File: src/rtl/smc_pkg.sv
// Purpose : shared types and constants for the sleep mode clock controller
// Assumes : single clock core_clk at 125 MHz, asynchronous active-low reset
// Notes   : mode codes are the values software places on the mode select input
package smc_pkg;

  // sleep mode selection codes
  typedef enum logic [2:0] {
    SMC_MODE_IDLE    = 3'b000,
    SMC_MODE_ADC_NR  = 3'b001,
    SMC_MODE_PWR_DN  = 3'b010,
    SMC_MODE_PWR_SV  = 3'b011,
    SMC_MODE_RSVD_A  = 3'b100,
    SMC_MODE_RSVD_B  = 3'b101,
    SMC_MODE_STANDBY = 3'b110,
    SMC_MODE_EXT_SB  = 3'b111
  } smc_mode_e;

  // controller states
  typedef enum logic [1:0] {
    SMC_ST_ACTIVE = 2'b00,
    SMC_ST_SLEEP  = 2'b01,
    SMC_ST_WAKE   = 2'b10
  } smc_state_e;

  // clock enables for each gated domain
  typedef struct packed {
    logic cpu;    // cpu core clock
    logic io;     // synchronous i/o modules (timers, spi, irq logic, sram)
    logic osc;    // main oscillator
    logic async;  // asynchronous timer clock
    logic adc;    // adc clock
  } smc_gate_s;

  localparam smc_gate_s SMC_GATE_ALL_ON = 5'h1F;
  localparam smc_gate_s SMC_GATE_RST    = 5'h1F;

  // oscillator start-up wait in ns, and derived cycle count at 125 MHz
  localparam int unsigned SMC_CLK_PERIOD_NS  = 8;
  localparam int unsigned SMC_OSC_START_NS   = 64;
  localparam int unsigned SMC_OSC_START_CYC  = (SMC_OSC_START_NS + SMC_CLK_PERIOD_NS - 1) / SMC_CLK_PERIOD_NS;
  localparam int unsigned SMC_WAKE_CNT_W     = 8;

endpackage : smc_pkg

File: src/rtl/smc_gate_map.sv
// Purpose : maps a sleep mode code to the set of domains that keep running
// Assumes : purely combinational, result registered by the caller
// Notes   : reserved codes fall back to idle gating
module smc_gate_map (
  input  wire smc_pkg::smc_mode_e mode,  // selected sleep mode
  output smc_pkg::smc_gate_s      gate   // domain enables while asleep
);

  import smc_pkg::*;

  // per-mode domain enables
  always_comb begin
    gate = '0;
    unique case (mode)
      SMC_MODE_IDLE: begin
        gate.io    = 1'b1;
        gate.osc   = 1'b1;
        gate.async = 1'b1;
        gate.adc   = 1'b1;
      end
      SMC_MODE_ADC_NR: begin
        gate.osc   = 1'b1;
        gate.async = 1'b1;
        gate.adc   = 1'b1;
      end
      SMC_MODE_PWR_DN: begin
        gate = '0;
      end
      SMC_MODE_PWR_SV: begin
        gate.async = 1'b1;
      end
      SMC_MODE_STANDBY: begin
        gate.osc   = 1'b1;
      end
      SMC_MODE_EXT_SB: begin
        gate.osc   = 1'b1;
        gate.async = 1'b1;
      end
      default: begin           // reserved codes behave as idle
        gate.io    = 1'b1;
        gate.osc   = 1'b1;
        gate.async = 1'b1;
        gate.adc   = 1'b1;
      end
    endcase
  end

endmodule : smc_gate_map

File: src/rtl/smc_ctrl.sv
// Overview of operation
// six software-chosen sleep modes, matching gating applied when sleep is entered
// idle stops cpu clock only; sram, timers, spi, interrupts keep running
// power-down stops main oscillator and all else until interrupt or reset
// power-save keeps asynchronous timer running, rest asleep
// adc noise reduction stops cpu and i/o; async timer and adc run
// standby keeps oscillator running so wake needs no start-up delay
// extended standby keeps oscillator and asynchronous timer running
// on wake, restore all stopped clocks before cpu resumes, return active
//
// Purpose : sleep mode clock gating controller
// Assumes : sleep_req is a one-cycle pulse from the cpu; inputs synchronous to core_clk
// Notes   : cpu_run rises only after every domain enable is already high
//         : the start-up wait is added only after modes that stop the oscillator
module smc_ctrl
#(
  parameter int unsigned OSC_START_CYC = smc_pkg::SMC_OSC_START_CYC
)(
  input  wire logic               core_clk,   // system clock
  input  wire logic               nrst,       // async reset, active low
  input  wire logic               clk_en,     // freezes all state when low
  input  wire logic               sleep_en,   // sleep enable bit from cpu
  input  wire smc_pkg::smc_mode_e sleep_mode, // mode select from cpu
  input  wire logic               sleep_req,  // cpu executes sleep instruction
  input  wire logic               wake_irq,   // enabled interrupt pending
  output smc_pkg::smc_gate_s      gate,       // domain clock enables
  output logic                    cpu_run,    // cpu may execute
  output logic                    asleep      // controller in sleep
);

  import smc_pkg::*;

  // controller registers and the mode map result
  smc_state_e                state_q;
  smc_gate_s                 gate_q;
  smc_gate_s                 map_gate;
  logic [SMC_WAKE_CNT_W-1:0] wcnt_q;
  logic [SMC_WAKE_CNT_W:0]   run_wait_q;     // wake cycles, read by the checks only
  logic                      cpu_run_q;
  logic                      osc_was_off_q;

  // mode code to domain enables
  smc_gate_map u_map (
    .mode (sleep_mode),
    .gate (map_gate)
  );

  // accepted sleep entry and accepted wake event
  wire enter = sleep_req & sleep_en & (state_q == SMC_ST_ACTIVE);
  wire wake  = wake_irq & (state_q == SMC_ST_SLEEP);

  // state sequencing
  always_ff @(posedge core_clk or negedge nrst) begin
    if (!nrst) begin
      state_q <= SMC_ST_ACTIVE;
    end else if (clk_en) begin
      unique case (state_q)
        SMC_ST_ACTIVE: if (enter) state_q <= SMC_ST_SLEEP;
        SMC_ST_SLEEP:  if (wake) state_q <= SMC_ST_WAKE;
        SMC_ST_WAKE:   if (wcnt_q == '0) state_q <= SMC_ST_ACTIVE;
        default:       state_q <= SMC_ST_ACTIVE;
      endcase
    end
  end

  // domain enables: mode gating while asleep, all on from wake
  always_ff @(posedge core_clk or negedge nrst) begin
    if (!nrst) begin
      gate_q <= SMC_GATE_RST;
    end else if (clk_en) begin
      if (enter) gate_q <= map_gate;
      else if (wake) gate_q <= SMC_GATE_ALL_ON;
    end
  end

  // remembers whether the oscillator was stopped, to add start-up wait
  always_ff @(posedge core_clk or negedge nrst) begin
    if (!nrst) begin
      osc_was_off_q <= 1'b0;
    end else if (clk_en && enter) begin
      osc_was_off_q <= ~map_gate.osc;
    end
  end

  // wake counter: oscillator start-up only when it was stopped
  always_ff @(posedge core_clk or negedge nrst) begin
    if (!nrst) begin
      wcnt_q <= '0;
    end else if (clk_en) begin
      if (wake) wcnt_q <= osc_was_off_q ? SMC_WAKE_CNT_W'(OSC_START_CYC) : '0;
      else if (state_q == SMC_ST_WAKE && wcnt_q != '0) wcnt_q <= wcnt_q - 1'b1;
    end
  end

  // cpu run flag follows the clocks, never ahead of them
  always_ff @(posedge core_clk or negedge nrst) begin
    if (!nrst) begin
      cpu_run_q <= 1'b1;
    end else if (clk_en) begin
      if (enter) cpu_run_q <= 1'b0;
      else if (state_q == SMC_ST_WAKE && wcnt_q == '0) cpu_run_q <= 1'b1;
    end
  end

  // cycles spent in the wake sequence, for the start-up wait check
  always_ff @(posedge core_clk or negedge nrst) begin
    if (!nrst) begin
      run_wait_q <= '0;
    end else if (clk_en) begin
      if (wake) begin
        run_wait_q <= '0;
      end else if (state_q == SMC_ST_WAKE) begin
        run_wait_q <= run_wait_q + 1'b1;
      end
    end
  end

  assign gate    = gate_q;
  assign cpu_run = cpu_run_q;

  // sleep indication register
  always_ff @(posedge core_clk or negedge nrst) begin
    if (!nrst) begin
      asleep <= 1'b0;
    end else if (clk_en) begin
      asleep <= (state_q == SMC_ST_SLEEP) ? ~wake : enter;
    end
  end

  // gating applied on sleep entry and held while asleep
  a_enter_gates: assert property (@(posedge core_clk) disable iff (!nrst)
    (enter && clk_en) |=> (gate == $past(map_gate) && !cpu_run))
    else $error("mode gating not applied");
  a_idle_io_on: assert property (@(posedge core_clk) disable iff (!nrst)
    (enter && clk_en && sleep_mode == SMC_MODE_IDLE) |=> gate == 5'h0F)
    else $error("idle gating wrong");
  a_pdn_all_off: assert property (@(posedge core_clk) disable iff (!nrst)
    (enter && clk_en && sleep_mode == SMC_MODE_PWR_DN) |=> gate == 5'h00)
    else $error("power-down gating wrong");
  a_psv_async: assert property (@(posedge core_clk) disable iff (!nrst)
    (enter && clk_en && sleep_mode == SMC_MODE_PWR_SV) |=> gate == 5'h02)
    else $error("power-save gating wrong");
  a_adcnr_gate: assert property (@(posedge core_clk) disable iff (!nrst)
    (enter && clk_en && sleep_mode == SMC_MODE_ADC_NR) |=> gate == 5'h07)
    else $error("adc noise gating wrong");
  a_stby_gate: assert property (@(posedge core_clk) disable iff (!nrst)
    (enter && clk_en && sleep_mode == SMC_MODE_STANDBY) |=> gate == 5'h04)
    else $error("standby gating wrong");
  a_xstby_gate: assert property (@(posedge core_clk) disable iff (!nrst)
    (enter && clk_en && sleep_mode == SMC_MODE_EXT_SB) |=> gate == 5'h06)
    else $error("ext standby gating wrong");
  a_rsvd_idle: assert property (@(posedge core_clk) disable iff (!nrst)
    (enter && clk_en && (sleep_mode == SMC_MODE_RSVD_A || sleep_mode == SMC_MODE_RSVD_B)) |=> gate == 5'h0F)
    else $error("reserved code not gated as idle");
  a_state_legal: assert property (@(posedge core_clk) disable iff (!nrst)
    state_q inside {SMC_ST_ACTIVE, SMC_ST_SLEEP, SMC_ST_WAKE})
    else $error("controller state code illegal");
  a_asleep_state: assert property (@(posedge core_clk) disable iff (!nrst)
    asleep == (state_q == SMC_ST_SLEEP))
    else $error("asleep flag disagrees with state");
  a_sleep_gate_hold: assert property (@(posedge core_clk) disable iff (!nrst)
    (state_q == SMC_ST_SLEEP && !(clk_en && wake_irq)) |=> $stable(gate))
    else $error("gating changed while asleep");
  a_cpu_low_asleep: assert property (@(posedge core_clk) disable iff (!nrst)
    asleep |-> !cpu_run)
    else $error("cpu runs while asleep");

  // refused requests and frozen state
  a_refuse_no_en: assert property (@(posedge core_clk) disable iff (!nrst)
    (clk_en && sleep_req && !sleep_en && state_q == SMC_ST_ACTIVE) |=> (state_q == SMC_ST_ACTIVE && cpu_run && !asleep))
    else $error("sleep entered without enable");
  a_wake_ignored: assert property (@(posedge core_clk) disable iff (!nrst)
    (clk_en && wake_irq && !sleep_req && state_q == SMC_ST_ACTIVE) |=> state_q == SMC_ST_ACTIVE)
    else $error("interrupt moved an active controller");
  a_sleep_holds: assert property (@(posedge core_clk) disable iff (!nrst)
    (state_q == SMC_ST_SLEEP && !wake_irq) |=> state_q == SMC_ST_SLEEP)
    else $error("left sleep without wake");
  a_freeze_all: assert property (@(posedge core_clk) disable iff (!nrst)
    (!clk_en) |=> ($stable(state_q) && $stable(gate) && $stable(wcnt_q)
                   && $stable(cpu_run) && $stable(asleep)))
    else $error("state moved while clock enable low");

  // wake sequencing and the oscillator start-up wait
  a_wake_all_on: assert property (@(posedge core_clk) disable iff (!nrst)
    (clk_en && wake) |=> (gate == SMC_GATE_ALL_ON && !asleep && !cpu_run))
    else $error("wake left a domain stopped");
  a_wcnt_slow: assert property (@(posedge core_clk) disable iff (!nrst)
    (clk_en && wake && osc_was_off_q) |=> wcnt_q == OSC_START_CYC)
    else $error("start-up wait not loaded");
  a_wcnt_fast: assert property (@(posedge core_clk) disable iff (!nrst)
    (clk_en && wake && !osc_was_off_q) |=> wcnt_q == '0)
    else $error("start-up wait loaded with oscillator running");
  a_stby_fast: assert property (@(posedge core_clk) disable iff (!nrst)
    (clk_en && wake && !osc_was_off_q) ##1 clk_en |=> cpu_run)
    else $error("standby wake delayed");
  a_wake_time: assert property (@(posedge core_clk) disable iff (!nrst)
    $rose(cpu_run) |-> run_wait_q == (osc_was_off_q ? OSC_START_CYC + 1 : 1))
    else $error("wake sequence length wrong");
  a_wake_gate_hold: assert property (@(posedge core_clk) disable iff (!nrst)
    (state_q == SMC_ST_WAKE) |-> (gate == SMC_GATE_ALL_ON && !cpu_run))
    else $error("wake sequence gating wrong");
  a_leave_wake: assert property (@(posedge core_clk) disable iff (!nrst)
    (clk_en && state_q == SMC_ST_WAKE && wcnt_q == '0) |=> (state_q == SMC_ST_ACTIVE && cpu_run))
    else $error("wake sequence did not end");
  a_wcnt_rest: assert property (@(posedge core_clk) disable iff (!nrst)
    (state_q != SMC_ST_WAKE) |-> wcnt_q == '0)
    else $error("wake counter busy outside wake");
  a_active_all_on: assert property (@(posedge core_clk) disable iff (!nrst)
    (state_q == SMC_ST_ACTIVE) |-> (gate == SMC_GATE_ALL_ON && cpu_run))
    else $error("active with cpu or domain stopped");
  a_cpu_after_clks: assert property (@(posedge core_clk) disable iff (!nrst)
    cpu_run |-> gate == SMC_GATE_ALL_ON)
    else $error("cpu runs with a domain stopped");

  // coverage of the main scenarios
  c_idle:  cover property (@(posedge core_clk) disable iff (!nrst) enter && sleep_mode == SMC_MODE_IDLE);
  c_pdn:   cover property (@(posedge core_clk) disable iff (!nrst)
    enter && sleep_mode == SMC_MODE_PWR_DN ##[1:50] cpu_run);
  c_stby:  cover property (@(posedge core_clk) disable iff (!nrst) enter && sleep_mode == SMC_MODE_STANDBY);
  c_rsvd:  cover property (@(posedge core_clk) disable iff (!nrst)
    enter && (sleep_mode == SMC_MODE_RSVD_A || sleep_mode == SMC_MODE_RSVD_B));
  c_frz:   cover property (@(posedge core_clk) disable iff (!nrst)
    !clk_en && state_q == SMC_ST_SLEEP);

endmodule : smc_ctrl

File: config.mk
export PLATFORM = sky130hd
export DESIGN_NAME = smc_ctrl
export DESIGN_NICKNAME = d
export VERILOG_FILES = /design/src/rtl/smc_pkg.sv /design/src/rtl/smc_gate_map.sv /design/src/rtl/smc_ctrl.sv
export SDC_FILE = /design/constraint.sdc
export NUM_CORES = 1
export LEC_CHECK = 0
export BUFFER_PORTS_ARGS = -buffer_cell sky130_fd_sc_hd__buf_2
export CORE_UTILIZATION = 53
export CTS_CLUSTER_SIZE = 30
export DETAILED_ROUTE_END_ITERATION = 12
export PLACE_DENSITY = 0.85
export SLEW_MARGIN = 20
export SYNTH_ARGS = -nofsm -noshare
export SYNTH_HDL_FRONTEND = slang
export SYNTH_SLANG_ARGS = --single-unit
File: constraint.sdc
create_clock -name core_clk -period 2.4 [get_ports core_clk]
set_input_delay 0.24 -clock core_clk [delete_from_list [all_inputs] [get_ports core_clk]]
set_output_delay 0.24 -clock core_clk [all_outputs]
set_load 0.01 [all_outputs]
==> results.txt <==
Critical path startpoint: wcnt_q[0]$_DFFE_PN0P_
Critical path arrival: 2.14 ns
Syn avg cell area: 10.3 um2
Layout Cells excl Fill: 124
Global Route Usage Sum: 21.1%
CTS resizes: 0
CP Data Required Time: 2.59 ns
Core ar.: 0.00154 mm2
TritonCTS buffer count: 3
H-tree levels: 1
Main combinational cell family by area after synthesis: compound AO/OA/AOI/OAI gates
CP top delay family: simple AND/OR/NAND/NOR gates
Reg-to-reg startpoint: wcnt_q[0]$_DFFE_PN0P_
Final nets: 120
Port Buffers: 15
CP Capture Type: flip-flop
Mux cell area share after synthesis: 2.49%
Sequential share of the synthesized area: 50.7%
Vias in the first global route: 641
Largest net degree at the start of global routing: 19
GPL Wtd Cong: 0.882
Row count: 14
Syn nets: 99
Cells after DPL: 119
Crit path max fanout: 5
CTS tree: yes
Critical path launch point type: flip-flop
Status: completed
DR vias/cell: 5.89
RSZ-0062 raised after global routing: false
Unique masters post-synth: 35
DR vias: 730
Synth top area share: 33.2%
Synth area leaders: dfrtp_1 (33%), dfstp_2 (17%), nor2_1 (5.4%), o22a_1 (3.9%), a21oi_1 (3.3%)
CP cell instances: inv_1 > ha_1 > or3b_2 > o21ai_0 > or4_2 > nand2_1
Final setup vio count: 0
ANT cells: 0
Initial Util: 58.6%
Final ANT Viol Nets: 0
Synth Area in Simple Gates: 19.4%
Slowest stage delay, CP: 0.49 ns
Setup TNS: 0 ns
Fin crit share: 81.3%
Post-DP HPWL: 1.31 mm
Die Wd: 43.3 um
Post-Synthesis Cell Area: 903 um2
Layout cell share with drive strength beyond 1: 30.6%
Clk root buf: clkbuf_4
Compound-Gate Fraction of Synth Area: 19.7%
Worst vdd ir: 0.710 mV
Hold path start: sleep_mode[2]
Chip height: 43.3 um
Fillers: 118
Worst path buffer plus inverter count: 1
LEAKAGE: 0.475 nW
DR WL/cell: 14.1 um
Worst setup path class: reg2reg
I/O pins: 16
Die area: 0.00187 mm2
Final min period: 1.95 ns
Global route overflow: 0
Final hold vios: 0
Clk buf depth: 2
Synthesized-area fraction occupied by adder cells: 2.77%
Synth Register Bits: 18
Max Transition Viols Final: 0
Worst slew pin tran: 0.582 ns
Max-cap viol count: 0
Post-Synth XOR/XNOR Area: 2.91%
Clock Latency Late Sink: 0.30 ns
Post-synthesis cell count: 88
Fmax: 0.512 GHz
Clock skew: 0.00312 ns
# DRC: 0
Slew margin rel.: 61.0%
Initial antenna violation count: 0
DRT Pass-1 Iters: 4
Pwr Density: 1220 mW/mm2
Commonest non-fill, non-tap cell in the layout: buf_2
Initial DRC count: 10
Clock tree sinks: 18
Largest area contributor in the netlist: dfrtp_1
Post-CTS setup buffers: 0
Global-route wire length before repair: 2.84 mm
Clock Pin Slew Worst Setup and Hold Paths: 0.10 ns
Commonest cells after routing, fill and taps aside: buf_2 (15), nor2_1 (13), dfrtp_1 (12)
Slowest CP cell: or3b_2
Synth Warn #: 0
DRT Wirelength: 1.75 mm
Area delta synth->final: 15.7%
Worst Hold Class: in2reg
## metal layers
| layer | up-vias | track usage (%) | wire length (um) |
|---|---|---|---|
| met1 | 339 | 27.4 | 787 |
| met3 | 4 | 2.55 | 64 |
| met4 | 0 | 12.7 | 46 |
| met2 | 20 | 33.4 | 854 |
| li1 | 367 | - | - |
| met5 | - | 0 | 0 |
## path summary, 6_finish.rpt
check,to,slack [ns],cells after the start
max,wcnt_q[7]$_DFFE_PN0P_,0.45,6
min,osc_was_off_q$_DFFE_PN0P_,0.15,2
max reg2reg,wcnt_q[7]$_DFFE_PN0P_,0.45,6
min reg2reg,asleep$_DFFE_PN0P_,0.51,1
max in group asynchronous,gate[3]$_DFFE_PN1P_,1.70,2
min in group asynchronous,wcnt_q[6]$_DFFE_PN0P_,0.38,2
## through the flow
stage | power [mW] | worst slack, ns | hold WS [ns] | utilization, % | instance area [um2]
6_report | 1.27 | 0.449 | 0.145 | 67.8 | 1040
2_1_floorplan | 0.930 | 0.652 | -0.0556 | - | 903
3_3_place_gp | 1.06 | 0.586 | 0.186 | 64.8 | 998
5_1_grt | 1.36 | 0.350 | 0.152 | 67.8 | 1040
3_5_place_dp | 1.08 | 0.478 | 0.191 | 64.8 | 998
4_1_cts | 1.28 | 0.466 | 0.144 | 67.8 | 1040
## layout make-up
type,instances,area [um2],share of cell area (%)
multi-input combinational,65,427,40.8
inverter,5,18.8,1.80
clock buffer,4,36.3,3.47
tap,16,20.0,1.92
sequential,18,458,43.8
timing repair buffer,16,85.1,8.14
## Yosys cell counts (all sizes together)
library cell	n
nor2	13
dfrtp	12
a21oi	6
dfstp	6
o21ai	6
inv	5
nand2	4
o22a	4
or4	3
ha	2
mux2	2
nand3b	2
nor3	2
xnor2	2
a2111oi	1
a21boi	1
a21o	1
and3b	1
nand2b	1
nand3	1
nand4b	1
nor3b	1
nor4	1
o2111ai	1
o211ai	1
o21a	1
o21ba	1
o22ai	1
o2bb2ai	1
o32a	1
or2	1
or3b	1
xor2	1
## logic make-up after synthesis
logic type	Yosys count
AO/OA/AOI/OAI	26
multiplexers	2
XOR/XNOR	3
AND/OR/NAND/NOR	32
flip-flops	18
adder cells (fa/ha/maj)	2
buffers and inverters	5
## flip-flops by register name (all words and copies together), names as in the netlist
name           cells
asleep             1
cpu_run            1
gate               5
osc_was_off_q      1
state_q            2
wcnt_q             8
## power breakdown
part | leakage [nW] | switching [mW] | internal, mW | total [mW]
Combinational | 0.235 | 0.259 | 0.244 | 0.503
Sequential | 0.219 | 0.117 | 0.462 | 0.578
Clock | 0.0210 | 0.0970 | 0.0925 | 0.190
## timing repair
item / in CTS / in global routing
hold endpoints to repair: 12 / 0
endpoints found under the setup margin: 0 / 0
hold buffers: 1 / 0
Power figures use the tool's default switching activity.
